==> config.mk <==
export PLATFORM = sky130hd
export DESIGN_NAME = sfse_exec
export DESIGN_NICKNAME = d
export VERILOG_FILES = /design/src/sfse_pkg.sv /design/src/sfse_phase_gen.sv /design/src/sfse_bank_resolve.sv /design/src/sfse_exec.sv
export VERILOG_INCLUDE_DIRS = /design/src /design/src/src
export SDC_FILE = /design/constraint.sdc
export NUM_CORES = 1
export LEC_CHECK = 0
export BUFFER_PORTS_ARGS = -buffer_cell sky130_fd_sc_hd__buf_2
export CAP_MARGIN = 10
export CORE_MARGIN = 5
export CORE_UTILIZATION = 34
export DETAILED_ROUTE_END_ITERATION = 16
export SYNTH_ARGS = -nofsm -noshare
export SYNTH_HDL_FRONTEND = slang
export SYNTH_SLANG_ARGS = --single-unit
==> constraint.sdc <==
create_clock -name SYS_CLK -period 4.9 [get_ports SYS_CLK]
set_clock_uncertainty 0.15 [all_clocks]
set_input_delay 0.98 -clock SYS_CLK [delete_from_list [all_inputs] [get_ports SYS_CLK]]
set_output_delay 0.98 -clock SYS_CLK [all_outputs]
set_load 0.03 [all_outputs]
==> src/sfse_defines.svh <==
// constants for the set-all-ones and sleep execution block
`ifndef SFSE_DEFINES_SVH
`define SFSE_DEFINES_SVH

// ----------------------------------------------------------------
// opcode patterns
// ----------------------------------------------------------------
`define SFSE_SET_ALL_ONES_OP_MASK 16'hFE00
`define SFSE_SET_ALL_ONES_OP_MATCH 16'h6800
`define SFSE_SLEEP_CODE 16'h0003
`define SFSE_ACC_BIT 8
`define SFSE_FILE_MSB 7
`define SFSE_ALL_ONES 8'hFF

// ----------------------------------------------------------------
// access bank split
// ----------------------------------------------------------------
`define SFSE_ACC_SPLIT 8'h80
`define SFSE_ACC_LOW_BANK 4'h0
`define SFSE_ACC_HIGH_BANK 4'hF

// ----------------------------------------------------------------
// register offsets
// ----------------------------------------------------------------
`define SFSE_REG_CTRL 8'h00
`define SFSE_REG_STATUS 8'h04
`define SFSE_REG_INT_STAT 8'h08
`define SFSE_REG_INT_MASK 8'h0C

// ----------------------------------------------------------------
// field positions and reset values
// ----------------------------------------------------------------
`define SFSE_CTRL_EN_BIT 0
`define SFSE_CTRL_RST 1'h1
`define SFSE_PD_RST 1'h1
`define SFSE_TO_RST 1'h1
`define SFSE_INT_W 4
`define SFSE_INT_SET_ALL_ONES_OP 0
`define SFSE_INT_SLEEP 1
`define SFSE_INT_WAKE_WDT 2
`define SFSE_INT_WAKE_OTHER 3
`define SFSE_INT_RST 4'h0
`define SFSE_RD_ZERO 32'h0000_0000

`endif

==> src/sfse_pkg.sv <==
// types shared by the set-all-ones and sleep execution block
package sfse_pkg;

    typedef enum logic [1:0]
    {
        SFSE_Q1 = 2'b00,
        SFSE_Q2 = 2'b01,
        SFSE_Q3 = 2'b10,
        SFSE_Q4 = 2'b11
    } sfse_phase_e;

    typedef enum logic [1:0]
    {
        SFSE_OP_NONE = 2'b00,
        SFSE_OP_SET_ALL_ONES_OP = 2'b01,
        SFSE_OP_SLEEP = 2'b10
    } sfse_op_e;

    // data memory write port
    typedef struct packed
    {
        logic we;
        logic [11:0] addr;
        logic [7:0] data;
    } sfse_dmem_wr_s;

    // status flags towards the core
    typedef struct packed
    {
        logic powerdown_flag;
        logic timeout_flag;
    } sfse_flags_s;

endpackage

==> src/sfse_phase_gen.sv <==
// four-phase instruction cycle sequencer, parked at Q1 while asleep
`timescale 1ns/1ns
module sfse_phase_gen
    import sfse_pkg::*;
(
    input wire logic clk, // core clock
    input wire logic srst, // sync reset, high
    input wire logic hold, // oscillator stopped
    output sfse_phase_e phase // current phase
);

    sfse_phase_e phase_ff;
    sfse_phase_e nxt_phase;

    always_comb
    begin
        unique case (phase_ff)
            SFSE_Q1: nxt_phase = hold ? SFSE_Q1 : SFSE_Q2;
            SFSE_Q2: nxt_phase = SFSE_Q3;
            SFSE_Q3: nxt_phase = SFSE_Q4;
            SFSE_Q4: nxt_phase = SFSE_Q1;
        endcase
    end

    always_ff @(posedge clk)
    begin
        if (srst)
            phase_ff <= SFSE_Q1;
        else
            phase_ff <= nxt_phase;
    end

    assign phase = phase_ff;

endmodule

==> src/sfse_bank_resolve.sv <==
// resolves an 8-bit file address to a full data memory address
`timescale 1ns/1ns
`include "sfse_defines.svh"
module sfse_bank_resolve
#(
    parameter int BANK_W = 4,
    parameter int FILE_W = 8
)
(
    input wire logic [FILE_W-1:0] file_addr, // address field
    input wire logic access_bit, // 0 = access bank
    input wire logic [BANK_W-1:0] bank_sel, // bank select register
    output logic [BANK_W+FILE_W-1:0] mem_addr // resolved address
);

    initial
    begin
        if (BANK_W != 4 || FILE_W != 8)
            $error("sfse_bank_resolve: only 4-bit bank and 8-bit file supported");
    end

    logic [BANK_W-1:0] bank;

    always_comb
    begin
        if (access_bit)
            bank = bank_sel;
        else if (file_addr < `SFSE_ACC_SPLIT)
            bank = `SFSE_ACC_LOW_BANK;
        else
            bank = `SFSE_ACC_HIGH_BANK;
        mem_addr = {bank, file_addr};
    end

endmodule

==> src/sfse_exec.sv <==
// decode and execution of the set-all-ones and sleep instructions
`timescale 1ns/1ns
`include "sfse_defines.svh"

// Notes on behaviour
// - set-all-ones opcode: 0110 100a, 8-bit file address below the access bit
// - set-all-ones writes FFh to the register, status flags untouched
// - access bit 0 resolves through the access bank, bank select ignored
// - access bit 1 (default) resolves through the bank select register
// - fixed sleep opcode enters low power with oscillator halted
// - sleep clears the power-down flag
// - sleep sets the time-out flag
// - sleep resets watchdog counter and postscaler to zero
// - wake-up by watchdog time-out clears the time-out flag
module sfse_exec
    import sfse_pkg::*;
#(
    parameter int BANK_W = 4,
    parameter int FILE_W = 8,
    parameter int ADDR_W = 8,
    parameter int SYNC_N = 2
)
(
    input wire logic SYS_CLK, // core clock, 100 MHz
    input wire logic SRST, // sync reset, high
    input wire logic [15:0] INSTR_WORD, // fetched instruction
    input wire logic INSTR_VALID, // instruction present for Q1
    input wire logic [BANK_W-1:0] BANK_SEL, // bank select register
    input wire logic WAKE_REQ, // wake-up request pin
    input wire logic WAKE_BY_WDT, // wake cause is watchdog time-out
    output sfse_dmem_wr_s DMEM_WR, // data memory write
    output sfse_flags_s FLAGS, // power-down and time-out flags
    output logic WDT_CLEAR, // clears watchdog and postscaler
    output logic OSC_RUN, // oscillator running
    output logic ASLEEP, // low-power state
    output sfse_phase_e PHASE, // current instruction phase
    input wire logic [ADDR_W-1:0] REG_ADDR, // register byte address
    input wire logic [31:0] REG_WDATA, // register write data
    input wire logic REG_WR, // write strobe
    input wire logic REG_RD, // read strobe
    output logic [31:0] REG_RDATA, // read data, cycle after strobe
    output logic IRQ // interrupt, level
);

    // ----------------------------------------------------------------
    // parameter checks
    // ----------------------------------------------------------------
    initial
    begin
        if (BANK_W + FILE_W != 12)
            $error("sfse_exec: data memory address must be 12 bits");
        if (SYNC_N < 2)
            $error("sfse_exec: synchroniser needs at least two stages");
        if (ADDR_W < 4)
            $error("sfse_exec: register address too narrow");
    end

    // ----------------------------------------------------------------
    // declarations
    // ----------------------------------------------------------------
    sfse_phase_e phase;
    sfse_op_e op_ff;
    sfse_op_e nxt_op;
    logic [15:0] instr_ff;
    logic [SYNC_N-1:0] wake_sync_ff;
    logic [SYNC_N-1:0] wdt_sync_ff;
    logic wake_req_s;
    logic wake_wdt_s;
    logic [BANK_W+FILE_W-1:0] res_addr;
    logic ctrl_en_ff;
    logic asleep_ff;
    logic powerdown_ff;
    logic timeout_ff;
    logic wdt_clear_ff;
    logic osc_run_ff;
    logic dmem_we_ff;
    logic [BANK_W+FILE_W-1:0] dmem_addr_ff;
    logic [`SFSE_INT_W-1:0] int_stat_ff;
    logic [`SFSE_INT_W-1:0] int_mask_ff;
    logic [`SFSE_INT_W-1:0] nxt_int_stat;
    logic [`SFSE_INT_W-1:0] int_set;
    logic [`SFSE_INT_W-1:0] int_clr;
    logic irq_ff;
    logic [31:0] rdata_ff;
    logic [31:0] nxt_rdata;
    logic act_edge;
    logic do_set_all_ones_op;
    logic do_sleep;
    logic wake_now;

    // ----------------------------------------------------------------
    // phase sequencer
    // ----------------------------------------------------------------
    sfse_phase_gen u_phase
    (
        .clk(SYS_CLK),
        .srst(SRST),
        .hold(asleep_ff),
        .phase(phase)
    );

    // ----------------------------------------------------------------
    // wake-up input synchronisers
    // ----------------------------------------------------------------
    always_ff @(posedge SYS_CLK)
    begin
        if (SRST)
        begin
            wake_sync_ff <= '0;
            wdt_sync_ff <= '0;
        end
        else
        begin
            wake_sync_ff <= {wake_sync_ff[SYNC_N-2:0], WAKE_REQ};
            wdt_sync_ff <= {wdt_sync_ff[SYNC_N-2:0], WAKE_BY_WDT};
        end
    end

    assign wake_req_s = wake_sync_ff[SYNC_N-1];
    assign wake_wdt_s = wdt_sync_ff[SYNC_N-1];

    // ----------------------------------------------------------------
    // Q1 decode
    // ----------------------------------------------------------------
    always_comb
    begin
        if ((INSTR_WORD & `SFSE_SET_ALL_ONES_OP_MASK) == `SFSE_SET_ALL_ONES_OP_MATCH)
            nxt_op = SFSE_OP_SET_ALL_ONES_OP;
        else if (INSTR_WORD == `SFSE_SLEEP_CODE)
            nxt_op = SFSE_OP_SLEEP;
        else
            nxt_op = SFSE_OP_NONE;
    end

    always_ff @(posedge SYS_CLK)
    begin
        if (SRST)
        begin
            op_ff <= SFSE_OP_NONE;
            instr_ff <= 16'h0000;
        end
        else if (phase == SFSE_Q1 && !asleep_ff)
        begin
            if (INSTR_VALID && ctrl_en_ff)
            begin
                op_ff <= nxt_op;
                instr_ff <= INSTR_WORD;
            end
            else
            begin
                op_ff <= SFSE_OP_NONE;
            end
        end
    end

    // ----------------------------------------------------------------
    // address resolution
    // ----------------------------------------------------------------
    sfse_bank_resolve #(.BANK_W(BANK_W), .FILE_W(FILE_W)) u_bank
    (
        .file_addr(instr_ff[`SFSE_FILE_MSB:0]),
        .access_bit(instr_ff[`SFSE_ACC_BIT]),
        .bank_sel(BANK_SEL),
        .mem_addr(res_addr)
    );

    // the edge entering Q4 makes the outputs stand during Q4
    assign act_edge = (phase == SFSE_Q3);
    assign do_set_all_ones_op = act_edge && op_ff == SFSE_OP_SET_ALL_ONES_OP;
    assign do_sleep = act_edge && op_ff == SFSE_OP_SLEEP;
    assign wake_now = asleep_ff && wake_req_s;

    // ----------------------------------------------------------------
    // data memory write
    // ----------------------------------------------------------------
    always_ff @(posedge SYS_CLK)
    begin
        if (SRST)
        begin
            dmem_we_ff <= 1'b0;
            dmem_addr_ff <= '0;
        end
        else
        begin
            dmem_we_ff <= do_set_all_ones_op;
            if (do_set_all_ones_op)
                dmem_addr_ff <= res_addr;
        end
    end

    // ----------------------------------------------------------------
    // sleep state and oscillator
    // ----------------------------------------------------------------
    always_ff @(posedge SYS_CLK)
    begin
        if (SRST)
        begin
            asleep_ff <= 1'b0;
            osc_run_ff <= 1'b1;
        end
        else if (do_sleep)
        begin
            asleep_ff <= 1'b1;
            osc_run_ff <= 1'b0;
        end
        else if (wake_now)
        begin
            asleep_ff <= 1'b0;
            osc_run_ff <= 1'b1;
        end
    end

    // ----------------------------------------------------------------
    // watchdog clear
    // ----------------------------------------------------------------
    always_ff @(posedge SYS_CLK)
    begin
        if (SRST)
            wdt_clear_ff <= 1'b0;
        else
            wdt_clear_ff <= do_sleep;
    end

    // ----------------------------------------------------------------
    // power-down and time-out flags, untouched by set-all-ones
    // ----------------------------------------------------------------
    always_ff @(posedge SYS_CLK)
    begin
        if (SRST)
        begin
            powerdown_ff <= `SFSE_PD_RST;
            timeout_ff <= `SFSE_TO_RST;
        end
        else if (do_sleep)
        begin
            powerdown_ff <= 1'b0;
            timeout_ff <= 1'b1;
        end
        else if (wake_now && wake_wdt_s)
        begin
            timeout_ff <= 1'b0;
        end
    end

    // ----------------------------------------------------------------
    // control register
    // ----------------------------------------------------------------
    always_ff @(posedge SYS_CLK)
    begin
        if (SRST)
            ctrl_en_ff <= `SFSE_CTRL_RST;
        else if (REG_WR && REG_ADDR == ADDR_W'(`SFSE_REG_CTRL))
            ctrl_en_ff <= REG_WDATA[`SFSE_CTRL_EN_BIT];
    end

    // ----------------------------------------------------------------
    // interrupt status and mask
    // ----------------------------------------------------------------
    always_comb
    begin
        int_set = '0;
        int_set[`SFSE_INT_SET_ALL_ONES_OP] = do_set_all_ones_op;
        int_set[`SFSE_INT_SLEEP] = do_sleep;
        int_set[`SFSE_INT_WAKE_WDT] = wake_now && wake_wdt_s;
        int_set[`SFSE_INT_WAKE_OTHER] = wake_now && !wake_wdt_s;
        int_clr = '0;
        if (REG_RD && REG_ADDR == ADDR_W'(`SFSE_REG_INT_STAT))
            int_clr = int_stat_ff;
        // a new event in the clearing cycle survives
        nxt_int_stat = (int_stat_ff & ~int_clr) | int_set;
    end

    always_ff @(posedge SYS_CLK)
    begin
        if (SRST)
            int_stat_ff <= `SFSE_INT_RST;
        else
            int_stat_ff <= nxt_int_stat;
    end

    always_ff @(posedge SYS_CLK)
    begin
        if (SRST)
            int_mask_ff <= `SFSE_INT_RST;
        else if (REG_WR && REG_ADDR == ADDR_W'(`SFSE_REG_INT_MASK))
            int_mask_ff <= REG_WDATA[`SFSE_INT_W-1:0];
    end

    always_ff @(posedge SYS_CLK)
    begin
        if (SRST)
            irq_ff <= 1'b0;
        else if (REG_WR && REG_ADDR == ADDR_W'(`SFSE_REG_INT_MASK))
            irq_ff <= |(nxt_int_stat & REG_WDATA[`SFSE_INT_W-1:0]);
        else
            irq_ff <= |(nxt_int_stat & int_mask_ff);
    end

    // ----------------------------------------------------------------
    // register read
    // ----------------------------------------------------------------
    always_comb
    begin
        nxt_rdata = `SFSE_RD_ZERO;
        if (REG_RD)
        begin
            if (REG_ADDR == ADDR_W'(`SFSE_REG_CTRL))
                nxt_rdata = {31'h0000_0000, ctrl_en_ff};
            else if (REG_ADDR == ADDR_W'(`SFSE_REG_STATUS))
                nxt_rdata = {26'h000_0000, phase, osc_run_ff, asleep_ff,
                    timeout_ff, powerdown_ff};
            else if (REG_ADDR == ADDR_W'(`SFSE_REG_INT_STAT))
                nxt_rdata = {28'h000_0000, int_stat_ff};
            else if (REG_ADDR == ADDR_W'(`SFSE_REG_INT_MASK))
                nxt_rdata = {28'h000_0000, int_mask_ff};
        end
    end

    always_ff @(posedge SYS_CLK)
    begin
        if (SRST)
            rdata_ff <= `SFSE_RD_ZERO;
        else
            rdata_ff <= nxt_rdata;
    end

    // ----------------------------------------------------------------
    // outputs
    // ----------------------------------------------------------------
    assign DMEM_WR.we = dmem_we_ff;
    assign DMEM_WR.addr = dmem_addr_ff;
    assign DMEM_WR.data = `SFSE_ALL_ONES;
    assign FLAGS.powerdown_flag = powerdown_ff;
    assign FLAGS.timeout_flag = timeout_ff;
    assign WDT_CLEAR = wdt_clear_ff;
    assign OSC_RUN = osc_run_ff;
    assign ASLEEP = asleep_ff;
    assign PHASE = phase;
    assign REG_RDATA = rdata_ff;
    assign IRQ = irq_ff;

endmodule

==> out/results.tsv <==
metric	value	unit
placed_area	2542	um^2
synth_compound_area_share	12.91	%
drt_iter0_drc	75	
hold_slack	294.0	ps
vias	1862	
design_area	2679	um^2
synth_edf_count	0	
hold_viol	0	
cp.arrival	2870	ps
whs_endpoint	wake_sync_ff[1]$_SDFF_PP0_	
crit_start	REG_ADDR[5]	
antenna_cells	0	
fin_nets	389	
via_per_inst	4.655	
crit_path_end_kind	register	
wl_per_cell	13.06	um
gr-usage-all-layers	11.94	%
yosysUniqueCellTypes	42	
die_h	92.71	um
tritoncts.num_buffers	5	
dieArea	8595	um^2
tightest_slew	832.1	ps
relSlewSlack	44.53	%
final_cells	400	
syn-instance-count	265	
switching_share	27.39	%
io_pins	128	
fin_crit	2873	ps
clk_latency	310	ps
netSwitchingPower	255.0	uW
cts_root_buf	clkbuf_8	
slew_viol_final	0	
synth_ff_type	dfxtp_1	
fmax	348.0	MHz
yosysMostFrequentCell	dfxtp_1	
p_per_area	347.5	nW/um^2
grt_max_degree	48	
antenna_found_initial	0	
fin_util	39.87	%
ys_seq_area_share	43.89	%
seq_power_share	47.5	%
r2r-start	u_phase.phase[0]$_SDFF_PP0_	
rsz0062_at_grt	false	
pwr-share-comb	15.3	%
synth_commonest_cells	dfxtp_1 (51), nand2_1 (38), buf_4 (37)	
cell_internal_pwr	675.9	uW
overflow	0	
ys_warn_count	0	
dp_hpwl	3942	um
placementRows	30	
ys_async_sr_fraction	0	%
synth_fa_ha_area_share	1.614	%
cap_violations	0	
yosys.area.top_type	dfxtp_1	
cp_max_fo	7	
rr_worst_depth	7	
leakage	1.166	nW
first_pass_iters	4	
wl	5224	um
first_global_vias	1754	
synthMuxAreaShare	5.003	%
synth.cell_area	2326	um^2
area_delta_synth_final	15.17	%
grt_first_pass_wirelength	8252	um
synthXorXnorAreaFrac	0	%
routabilityCongestion	0.7656	
drc	0	
cts_tree	done	
startpoint_type	input pin	
rrSetupSlack	2450	ps
cts-resized-gates	0	
cp.required	4900	ps
numPortBuffers	65	
worstSetupPathType	input pin to register	
htreeDepth	2	
clk_path_buf_depth	2	
synth-simple-area-share	21.62	%
synthTopCellsByArea	dfxtp_1 (44%), buf_4 (12%), nand2_1 (6.1%)	
tns	0	ps
die_w	92.71	um
hold_depth	1	
min_period_over_period	58.64	%
ys_ff_latch	51	
antenna_left	0	
min_from	wake_sync_ff[0]$_SDFF_PP0_	
cts_hold_buf	0	
clk_pin_slew	90	ps
clkPwrFrac	37.3	%
finalSetupViolations	0	
place_inst	392	
hp-class	register to register	
syn_avg_cell_area	8.777	um^2
synth.top_cell.area_share	43.89	%
clock-sinks	51	
status	finished, final reports clean	
ir_drop	0.1350	mV
cts_setup_buffers	0	
nFillCells	682	
synth_top_family_by_area	simple AND/OR/NAND/NOR gates	
layout-drive-gt1-share	25.31	%
r2r-end	IRQ$_SDFF_PP0_	
coreArea	6719	um^2
start_util	34.62	%
-- how the worst max path moves through the flow --
stage                     end  cells after the start
2_1_floorplan  IRQ$_SDFF_PP0_                      6
3_3_place_gp   IRQ$_SDFF_PP0_                      6
3_5_place_dp   IRQ$_SDFF_PP0_                      6
4_1_cts        IRQ$_SDFF_PP0_                      6
5_1_grt        IRQ$_SDFF_PP0_                      6
6_report       IRQ$_SDFF_PP0_                      6
-- cells by family (layout without fill, tap and decap cells) --
logic type / count (synthesis) / after routing
buf+inv: 53 / 76
other cells: 2 / 34
mux: 10 / 10
compound gates: 45 / 45
fa+ha+maj: 3 / 3
simple gates: 101 / 101
flops: 51 / 51
-- area by class of cell --
cell class | count | area, um^2 | share of cell area (%)
multi-input cells | 193 | 1085 | 40.50
flip-flops and latches | 51 | 1021 | 38.11
repair buffers | 65 | 325.3 | 12.14
well taps | 80 | 100.1 | 3.737
clock buffers | 5 | 68.82 | 2.569
clock inverters | 3 | 67.56 | 2.522
inverters | 3 | 11.26 | 0.4204
-- routing by layer --
| metal | track usage, % | up-vias | part of all wire (%) |
|---|---|---|---|
| met1 | 15.29 | 848 | 46 |
| met2 | 19.58 | 72 | 46 |
| met4 | 4.029 | 0 | 1.3 |
| li1 | - | 937 | - |
| met5 | 0 | - | 0 |
| met3 | 3.006 | 5 | 7.0 |
-- power groups by stage --
stage	clock, mW	combinational (mW)	sequential (mW)
finish	0.347	0.142	0.442
detailed placement	0	0.143	0.452
global route	0.371	0.158	0.445
CTS	0.355	0.144	0.442
global placement	0	0.139	0.451
floorplan	0	0.116	0.459
-- registers in the layout (all words and copies together), names as in the netlist, 2 cells and up --
register,count
dmem_addr_ff,12
instr_ff,9
int_mask_ff,4
op_ff,2
u_phase.phase,2
wake_sync_ff,2
wdt_sync_ff,2
REG_RDATA,6
int_stat_ff,4
-- cell usage in the layout (no fill, tap or decap), types with 2 or more instances in the layout --
| cell | synthesis | routed |
|---|---|---|
| a211oi_1 | 5 | 5 |
| buf_2 | 2 | 65 |
| and3_1 | 3 | 3 |
| o22ai_1 | 2 | 2 |
| mux2_2 | 3 | 3 |
| nand2_1 | 38 | 38 |
| nor2_1 | 19 | 19 |
| bufinv_16 | 0 | 2 |
| nor2b_1 | 11 | 11 |
| nor3_1 | 6 | 6 |
| nor4_1 | 3 | 3 |
| a21oi_1 | 23 | 23 |
| nand3_1 | 3 | 3 |
| mux2i_1 | 6 | 6 |
| nand2b_1 | 3 | 3 |
| or4_1 | 2 | 2 |
| nand4_1 | 2 | 2 |
| clkbuf_8 | 0 | 5 |
| nand3b_1 | 2 | 2 |
| and3b_1 | 2 | 2 |
| dfxtp_1 | 51 | 51 |
| nor4b_1 | 2 | 2 |
| inv_1 | 3 | 3 |
| a22oi_1 | 3 | 3 |
| o21ai_0 | 4 | 4 |
| conb_1 | 2 | 34 |
| ha_1 | 3 | 3 |
-- metrics by stage --
step | setup WS, ps | total power, mW
after global routing | 1973 | 0.9735
after detailed placement | 1698 | 0.5952
after global placement | 1706 | 0.5905
final | 2027 | 0.9309
after CTS | 2033 | 0.9409
after floorplan | 1969 | 0.5748
-- critical path, stage by stage --
cell and delay (ps):
buf_2 90, or4_1 670, or3_4 460, a21bo_4 240, a2111oi_4 330, a211oi_1 90
(Power assumes the default switching activity.)
